## src/hw/dfa_defs.svh

```systemverilog
// Purpose: constants for the debug flash access register block
// Assumes: 200 MHz core clock, debug link clock sampled as a plain input
// Notes:   offsets are debug-link register addresses
`ifndef DFA_DEFS_SVH
`define DFA_DEFS_SVH
`define DFA_ADDR_PART_ID    8'hfd
`define DFA_ADDR_SI_REV     8'hfe
`define DFA_ADDR_FP_CTRL    8'h02
`define DFA_ADDR_FP_DATA    8'hb4
`define DFA_SFR_PAGE_MIRROR 4'hf
`define DFA_FP_CTRL_RESET   8'h00
`define DFA_FP_DATA_RESET   8'h00
`define DFA_ADDR_SEL_RESET  8'h00
`define DFA_UNLOCK_CODE_1   8'h02
`define DFA_UNLOCK_CODE_2   8'h01
`define DFA_CMD_BLOCK_READ  8'h06
`define DFA_CMD_BLOCK_WRITE 8'h07
`define DFA_CMD_PAGE_ERASE  8'h08
`define DFA_CMD_DEV_ERASE   8'h03
`endif

```

## src/hw/dfa_pkg.sv

```systemverilog
// Purpose: types for the debug flash access register block
// Assumes: dfa_defs.svh carries the numbers
// Notes:   none
package dfa_pkg;
	typedef enum logic [2:0] {
		DFA_CMD_NONE,
		DFA_CMD_READ,
		DFA_CMD_WRITE,
		DFA_CMD_PAGE,
		DFA_CMD_DEVICE
	} dfa_cmd_t;
	typedef enum logic [1:0] {
		DFA_LOCKED,
		DFA_HALF,
		DFA_UNLOCKED
	} dfa_unlock_t;
endpackage : dfa_pkg

```

## src/hw/dfa_sync_if.sv

```systemverilog
// Purpose: carries synchronised link levels to the main block
// Assumes: single clock domain
// Notes:   none
`timescale 1ns/10ps
interface dfa_sync_if;
	logic link_clk;
	logic link_data;
	modport src (output link_clk, output link_data);
	modport dst (input link_clk, input link_data);
endinterface : dfa_sync_if

```

## src/hw/dfa_sync.sv

```systemverilog
// Purpose: two-flop synchroniser for the debug link pins
// Assumes: pins are asynchronous to clock_i
// Notes:   first stage is read only by the second
`timescale 1ns/10ps
module dfa_sync (
	input  wire logic  clock_i,
	input  wire logic  resetn_i,
	input  wire logic  link_clk_i,
	input  wire logic  link_data_i,
	dfa_sync_if.src    sync
);
	logic [1:0] meta_reg;
	logic [1:0] stable_reg;

	always_ff @(posedge clock_i) begin
		if (!resetn_i) begin
			meta_reg   <= 2'h0;
			stable_reg <= 2'h0;
		end else begin
			meta_reg   <= {link_clk_i, link_data_i};
			stable_reg <= meta_reg;
		end
	end

	assign sync.link_clk  = stable_reg[1];
	assign sync.link_data = stable_reg[0];
endmodule : dfa_sync

```

## src/hw/dfa_regs.sv

```systemverilog
// Purpose: device-side debug link registers for flash programming
// Assumes: link transfers decoded upstream into address/data strobes
// Notes:   bit-level link protocol and flash timing lie outside
`timescale 1ns/10ps
`include "dfa_defs.svh"
module dfa_regs
	import dfa_pkg::*;
#(
	parameter logic [7:0] PART_ID = 8'h5a  // arbitrary value
) (
	input  wire logic       clock_i,
	input  wire logic       resetn_i,
	input  wire logic       link_clk_i,
	input  wire logic       link_data_i,
	input  wire logic       halted_i,
	input  wire logic [7:0] si_rev_i,
	input  wire logic       addr_wr_i,
	input  wire logic       data_wr_i,
	input  wire logic       data_rd_i,
	input  wire logic [7:0] wdata_i,
	input  wire logic       sfr_rd_i,
	input  wire logic [7:0] sfr_addr_i,
	input  wire logic [3:0] sfr_page_i,
	output logic      [7:0] rdata_o,
	output logic            rvalid_o,
	output logic      [7:0] sfr_rdata_o,
	output logic            prog_en_o,
	output logic      [2:0] cmd_o,
	output logic            cmd_valid_o,
	output logic      [7:0] fp_data_o,
	output logic            pins_borrowed_o,
	output logic            link_clk_rise_o,
	output logic            link_data_o
);
	// ---------------------------------------------------------------
	// state and synchronised link levels
	// ---------------------------------------------------------------
	dfa_sync_if sync_bus ();
	dfa_unlock_t unlock_reg;
	logic [7:0]  addr_sel_reg;
	logic [7:0]  fp_ctrl_reg;
	logic [7:0]  fp_data_reg;
	logic        clk_prev_reg;
	logic        cmd_pending_reg;
	dfa_cmd_t    cmd_next;

	// ---------------------------------------------------------------
	// pin synchroniser
	// ---------------------------------------------------------------
	// link pins run off the host's clock, so nothing reads them raw
	dfa_sync u_sync (
		.clock_i     (clock_i),
		.resetn_i    (resetn_i),
		.link_clk_i  (link_clk_i),
		.link_data_i (link_data_i),
		.sync        (sync_bus)
	);

	// ---------------------------------------------------------------
	// command code decoding
	// ---------------------------------------------------------------
	// unknown codes map to none so a stray data byte starts nothing
	function automatic dfa_cmd_t dfa_decode(input logic [7:0] code);
		unique case (code)
			`DFA_CMD_BLOCK_READ:  dfa_decode = DFA_CMD_READ;
			`DFA_CMD_BLOCK_WRITE: dfa_decode = DFA_CMD_WRITE;
			`DFA_CMD_PAGE_ERASE:  dfa_decode = DFA_CMD_PAGE;
			`DFA_CMD_DEV_ERASE:   dfa_decode = DFA_CMD_DEVICE;
			default:              dfa_decode = DFA_CMD_NONE;
		endcase
	endfunction : dfa_decode

	// ---------------------------------------------------------------
	// link pin sampling
	// ---------------------------------------------------------------
	// rise pulse lasts one core cycle at any link rate
	// pins borrowed when halted
	always_ff @(posedge clock_i) begin
		if (!resetn_i) begin
			clk_prev_reg    <= 1'b0;
			link_clk_rise_o <= 1'b0;
			link_data_o     <= 1'b0;
			pins_borrowed_o <= 1'b0;
		end else begin
			clk_prev_reg    <= sync_bus.link_clk;
			link_clk_rise_o <= sync_bus.link_clk & ~clk_prev_reg;
			link_data_o     <= sync_bus.link_data;
			pins_borrowed_o <= halted_i;
		end
	end

	// ---------------------------------------------------------------
	// address select and data registers
	// ---------------------------------------------------------------
	// address select target
	always_ff @(posedge clock_i) begin
		if (!resetn_i)
			addr_sel_reg <= `DFA_ADDR_SEL_RESET;
		else if (addr_wr_i)
			addr_sel_reg <= wdata_i;
	end

	always_ff @(posedge clock_i) begin
		if (!resetn_i)
			fp_ctrl_reg <= `DFA_FP_CTRL_RESET;
		else if (data_wr_i && addr_sel_reg == `DFA_ADDR_FP_CTRL)
			fp_ctrl_reg <= wdata_i;
	end

	always_ff @(posedge clock_i) begin
		if (!resetn_i)
			unlock_reg <= DFA_LOCKED;
		else if (data_wr_i && addr_sel_reg == `DFA_ADDR_FP_CTRL
			&& unlock_reg != DFA_UNLOCKED) begin
			if (unlock_reg == DFA_HALF && wdata_i == `DFA_UNLOCK_CODE_2)
				unlock_reg <= DFA_UNLOCKED;
			else if (wdata_i == `DFA_UNLOCK_CODE_1)
				unlock_reg <= DFA_HALF;
			else
				unlock_reg <= DFA_LOCKED;
		end
	end

	// registered so the output leaves a flop; costs one cycle
	always_ff @(posedge clock_i) begin
		if (!resetn_i)
			prog_en_o <= 1'b0;
		else
			prog_en_o <= (unlock_reg == DFA_UNLOCKED);
	end

	always_ff @(posedge clock_i) begin
		if (!resetn_i)
			fp_data_reg <= `DFA_FP_DATA_RESET;
		else if (data_wr_i && addr_sel_reg == `DFA_ADDR_FP_DATA)
			fp_data_reg <= wdata_i;
	end

	// ---------------------------------------------------------------
	// command decode
	// ---------------------------------------------------------------
	// first data byte with a known code after an address select write is a command; later bytes are
	// addresses or data and only reach fp_data_o and fp_data_reg
	assign cmd_next = dfa_decode(wdata_i);

	always_ff @(posedge clock_i) begin
		if (!resetn_i) begin
			cmd_o           <= 3'h0;
			cmd_valid_o     <= 1'b0;
			cmd_pending_reg <= 1'b0;
			fp_data_o       <= `DFA_FP_DATA_RESET;
		end else begin
			cmd_valid_o <= 1'b0;
			// clear first: a command in the same cycle leaves it set
			if (addr_wr_i)
				cmd_pending_reg <= 1'b0;
			if (data_wr_i && addr_sel_reg == `DFA_ADDR_FP_DATA) begin
				fp_data_o <= wdata_i;
				if (unlock_reg == DFA_UNLOCKED && !cmd_pending_reg
					&& cmd_next != DFA_CMD_NONE) begin
					cmd_o           <= cmd_next;
					cmd_valid_o     <= 1'b1;
					cmd_pending_reg <= 1'b1;
				end
			end
		end
	end

	// ---------------------------------------------------------------
	// read paths
	// ---------------------------------------------------------------
	// register readback: part id, revision, fp_ctrl_reg and fp_data_reg
	always_ff @(posedge clock_i) begin
		if (!resetn_i) begin
			rdata_o  <= 8'h00;
			rvalid_o <= 1'b0;
		end else begin
			rvalid_o <= data_rd_i;
			if (data_rd_i) begin
				unique case (addr_sel_reg)
					`DFA_ADDR_PART_ID: rdata_o <= PART_ID;
					`DFA_ADDR_SI_REV:  rdata_o <= si_rev_i;
					`DFA_ADDR_FP_CTRL: rdata_o <= fp_ctrl_reg;
					`DFA_ADDR_FP_DATA: rdata_o <= fp_data_reg;
					default:           rdata_o <= 8'h00;
				endcase
			end
		end
	end

	// other pages read zero so the mirror aliases nothing
	// sfr mirror on page f
	always_ff @(posedge clock_i) begin
		if (!resetn_i)
			sfr_rdata_o <= 8'h00;
		else if (sfr_rd_i) begin
			if (sfr_page_i != `DFA_SFR_PAGE_MIRROR)
				sfr_rdata_o <= 8'h00;
			else if (sfr_addr_i == `DFA_ADDR_PART_ID)
				sfr_rdata_o <= PART_ID;
			else if (sfr_addr_i == `DFA_ADDR_SI_REV)
				sfr_rdata_o <= si_rev_i;
			else
				sfr_rdata_o <= 8'h00;
		end
	end
endmodule : dfa_regs

```

## config.mk

```make
export PLATFORM = sky130hd
export DESIGN_NAME = dfa_regs
export DESIGN_NICKNAME = d
export VERILOG_FILES = /design/src/hw/dfa_pkg.sv /design/src/hw/dfa_sync_if.sv /design/src/hw/dfa_sync.sv /design/src/hw/dfa_regs.sv
export VERILOG_INCLUDE_DIRS = /design/src /design/src/hw
export SDC_FILE = /design/constraint.sdc
export NUM_CORES = 1
export LEC_CHECK = 0
export ABC_AREA = 1
export CORE_MARGIN = 1.5
export CORE_UTILIZATION = 65
export DETAILED_ROUTE_END_ITERATION = 7
export DONT_BUFFER_PORTS = 1
export GPL_TIMING_DRIVEN = 0
export PLACE_DENSITY = 0.81
export SETUP_SLACK_MARGIN = 0.02
export SLEW_MARGIN = 10
export SYNTH_ARGS = -nofsm -noshare
export SYNTH_HDL_FRONTEND = slang
export SYNTH_HIERARCHICAL = 1
export SYNTH_SLANG_ARGS = --single-unit
```

## constraint.sdc

```tcl
create_clock -name clock_i -period 2.3 [get_ports clock_i]
set_input_delay 0.69 -clock clock_i [delete_from_list [all_inputs] [get_ports clock_i]]
set_output_delay 0.69 -clock clock_i [all_outputs]
set_load 0.005 [all_outputs]
```

* Word-level counts from Yosys, hierarchy flattened
Index checks and enable logic that the tools add are counted.
Storage, ports and cells: flip-flop bits (word level) 57, input port bits 37, output and inout bits 33, word-level logic and storage cells 56
Cells by class: eq/ne operators 16, mux-type cells 11, bitwise operators 2, reductions and logical operators 10
Operators with widths (number):
- 8-bit == test (second input constant) | 5
- 8-bit one-hot mux with 4 select lines | 1
- 8-bit by 2-bit == test with 1-bit output (second input constant) | 3
- 8-bit 2-to-1 mux | 3
- 8-bit by 3-bit == test with 1-bit output (second input constant) | 2
- 3-bit one-hot mux with 4 select lines | 1
- 8-bit by 1-bit == test with 1-bit output (second input constant) | 1
- 8-bit by 4-bit == test with 1-bit output (second input constant) | 1
- 1-bit logical AND | 6
- 1-bit 2-to-1 mux | 5
- 4-bit inequality test (second input constant) | 1
- 2-bit AND reduction | 2
- 3-bit nonzero test | 1
- 2-bit by 1-bit == test with 1-bit output (second input constant) | 1
- 2-bit == test (second input constant) | 1
- 2-bit 2-to-1 mux | 1
- 2-bit inequality test (second input constant) | 1
- 1-bit bitwise AND | 1
- 1-bit logical NOT | 1
- 1-bit NOT | 1

* Logic depth before layout (Yosys ltp)
word-level depth 6, depth in mapped cells 9, mapped depth without buffers 9

* Hierarchy
The synthesis kept the hierarchy.
Modules (own cells, without submodules):
- dfa_regs | instances 1, cells an instance 306, area an instance 2357.3 um^2
- dfa_sync | instances 1, cells an instance 12, area an instance 110.1 um^2

* Least setup slack after synthesis
OpenSTA, ideal clock, no wires.
path type input to register, from in wdata_i[2], to reg cmd_o[0], setup time 0.134 ns, arrival time 1.407 ns, path slack 0.759 ns, stages on the path 8, cells stage by stage nor2_1 -> nand2_1 -> nor2_1 -> nor2_1 -> nand2_1 -> nand2_2 -> nand2_1 -> a21oi_1
Between the ends: longest elaborated chain between the ends 5
Ends and longest elaborated chain:
- start, declared | line dfa_regs.sv:20 | input wire logic [7:0] wdata_i,
- 8-bit by 2-bit == test with 1-bit output, or another cell as far along | line dfa_regs.sv:64 | unique case (code)
- 3-bit one-hot mux with 4 select lines (*) | line dfa_regs.sv:64
- 3-bit nonzero test | line dfa_regs.sv:160 | && cmd_next != DFA_CMD_NONE) begin
- 1-bit logical AND | line dfa_regs.sv:160
- 2-bit AND reduction (no line)
- end signal, assigned | line dfa_regs.sv:161 | cmd_o <= cmd_next;
- end, declared | line dfa_regs.sv:28 | output logic [2:0] cmd_o,
Mark *: on every way between the ends. The rest lies on a longest branch, timed or not. A chain may end at the register's enable or synchronous reset.

* Final worst setup path
from reg fp_data_o[6], to out fp_data_o[6]
RTL lines:
- start, declared | line dfa_regs.sv:30 | output logic [7:0] fp_data_o,
- start signal, assigned | line dfa_regs.sv:151 | fp_data_o <= `DFA_FP_DATA_RESET;
- start signal, assigned | line dfa_regs.sv:158 | fp_data_o <= wdata_i;
No word-level cell between the ends.

==> flow_metrics.tcl <==
set metrics [dict create \
    status "finished clean" \
    cts_hold_buffers 0 \
    yosysMostFrequentCell "nand2_1" \
    finalSetupViolations 0 \
    power_mw 1.93 \
    insertion_delay_ns 0.33 \
    intPower_mw 1.48 \
    fillerInstances 302 \
    hold_class "reg -> reg" \
    numCtsBuffers 9 \
    synth_fp_nets 355 \
    final_cells 380 \
    area_growth_syn_to_layout_pct 9.03 \
    fmax_mhz 712 \
    hold_viol 0 \
    overflow 0 \
    synth.cell_area_um2 2470 \
    grt_first_pass_wirelength_um 9340 \
    cp-start-kind "flop" \
    post-dp-hpwl_um 4100 \
    synth_ff_type "dfxtp_1" \
    dp_cells 366 \
    power.density_nw_per_um2 719 \
    synth_warnings 6 \
    p_sw_mw 0.453 \
    final.setup.tns_ns 0 \
    viasPerCell 5.72 \
    cts_root_buffer "clkbuf_8" \
    synthCells 318 \
    placed_cell_area_um2 2530 \
    required_ns 1.61 \
    post_cts_resize_count 0 \
    synthTopCellsByArea "dfxtp_1, nand2_1, a21oi_1, nand3_1, o21ai_0" \
    die_y_um 64.6 \
    start_util_pct 67.4 \
    antenna_cells_inserted 0 \
    ys_types 31 \
    critPathKind "reg -> out" \
    period_minus_slack_ns 1.40 \
    clkSlewWorstSetupHoldPaths_ns 0.06 \
    rows 22 \
    drt_iter0_drc 205 \
    grt_pass1_vias 1989 \
    maxSlewHeadroom_pct 66.0 \
    cts_tree "done" \
    drive_above_1_share_pct 10.8 \
    cp-end-kind "output pin" \
    grt_antenna_before_repair 0 \
    yosys-top-cells-count "nand2_1, dfxtp_1, a21oi_1, nand3_1, inv_1" \
    sequentialPowerShare_pct 52.8 \
    min_period_over_period_pct 61.1 \
    async_reset_ff_share_pct 0 \
    crit_fanout 3 \
    cts-htree-levels 3 \
    whs_ns 0.390 \
    synth-seq-area-share_pct 46.2 \
    post_cts_buffers 0 \
    postRouteAntennaNets 0 \
    vias 2174 \
    clock_skew_ns 0.00605 \
    grt_setup_unrepaired "no" \
    avgSynthCellArea_um2 7.76 \
    cap_violations 0 \
    wire_per_inst_um 14.8 \
    worst-path-stages 0 \
    pre_cts_slack_ns 0.621 \
    grt_max_degree 11 \
    r2r_setup_slack_ns 0.93 \
    dieArea_um2 4170 \
    io-pin-count 70 \
    clk_path_buf_depth 2 \
    gp_congestion 0.853 \
    p_leak_nw 1.11 \
    synth-seq-cells 57 \
    design_area_um2 2690 \
    fin_nets 366 \
    p_sw_share_pct 23.4 \
    port_buffers 0 \
    worstHoldStart "clk_prev_reg$_SDFF_PN0_" \
    maxSlewViolCount 0 \
    synth_largest_area_cell "dfxtp_1" \
    combPwrFrac_pct 6.1 \
    min_to "link_clk_rise_o$_SDFF_PN0_" \
    rr_worst_depth 8 \
    final-seq-area_um2 1140 \
    die_w_um 64.6 \
    netlist.area_leader.share_pct 46.2 \
    coreArea_um2 3660 \
    setup_ws_ns 0.895 \
    grt_usage_pct 29.6 \
    arrival_ns 0.71 \
    p_clk_share_pct 41.1 \
    drt_wl_total_um 5640 \
    min_path_cells 1 \
    utilization_pct 73.5 \
    clock_sinks 57 \
    worst_slew_pin_slew_ns 0.510 \
    drc_errors 0 \
    regToRegEndpoint "fp_data_o[7]$_SDFFE_PN0P_" \
    synth_edf_count 0 \
    firstDrtPassIters 4 \
    r2r_start "addr_sel_reg[3]$_SDFFE_PN0P_" \
    multi_input_area_um2 1140 \
    vdd_drop_max_v 0.000513 \
]
## kinds of logic after synthesis
logic type	share of synthesized area, %
AO/OA/AOI/OAI	16.7
buffers and inverters	7.61
flip-flops	46.2
AND/OR/NAND/NOR	29.5
## layout make-up
class,instances,share of cell area (%)
Buffer,10,2.42
Clock buffer,14,6.05
Inverter,31,4.56
Multi-Input combinational cell,220,42.3
Sequential cell,57,42.4
Tap cell,48,2.23
## worst max path at each step
| stage | start | endpoint | slack (ns) |
|---|---|---|---|
| after floorplan | wdata_i[2] | cmd_o[0]$_SDFFE_PN0P_ | 0.76 |
| after global placement | wdata_i[2] | cmd_o[1]$_SDFFE_PN0P_ | 0.65 |
| after detailed placement | wdata_i[2] | cmd_o[0]$_SDFFE_PN0P_ | 0.62 |
| after CTS | fp_data_o[7]$_SDFFE_PN0P_ | fp_data_o[7] | 0.89 |
| after global routing | addr_sel_reg[3]$_SDFFE_PN0P_ | cmd_o[1]$_SDFFE_PN0P_ | 0.77 |
| final | fp_data_o[6]$_SDFFE_PN0P_ | fp_data_o[6] | 0.90 |
## layer usage
metal | part of all wire (%) | global-route usage [%]
met5 | 0 | 0
met4 | 2.2 | 14.9
met3 | 9.1 | 8.16
met2 | 47 | 46.6
met1 | 41 | 37.2
## placed cells by master (no fill, tap or decap)
master	n
nand2_1	61
buf_6	1
o21bai_1	1
nor2_8	2
or2_1	1
nor2_4	3
buf_12	1
o21ai_0	25
nand3b_1	1
nand2_2	3
inv_6	1
nor2_1	22
nand3_4	2
nand3_1	31
o21ai_1	3
a21oi_1	39
inv_2	1
o21ai_2	2
nand4_4	1
clkbuf_8	11
nor2_2	3
nor3_1	2
and2_1	1
inv_1	28
a21oi_2	3
clkinv_2	1
a31oi_1	4
nor4_1	1
nand4_1	9
clkbuf_1	10
dfxtp_1	57
buf_4	1
## power groups by stage
| stage | Clock [mW] | Combinational, mW | Sequential (mW) |
|---|---|---|---|
| 4_1_cts | 0.797 | 0.119 | 1.02 |
| 5_1_grt | 0.856 | 0.134 | 1.02 |
| 2_1_floorplan | 0 | 0.0942 | 1.04 |
| 3_3_place_gp | 0 | 0.114 | 1.04 |
| 6_report | 0.794 | 0.118 | 1.02 |
| 3_5_place_dp | 0 | 0.118 | 1.04 |
Note: power is estimated with default switching activity, not from simulation.
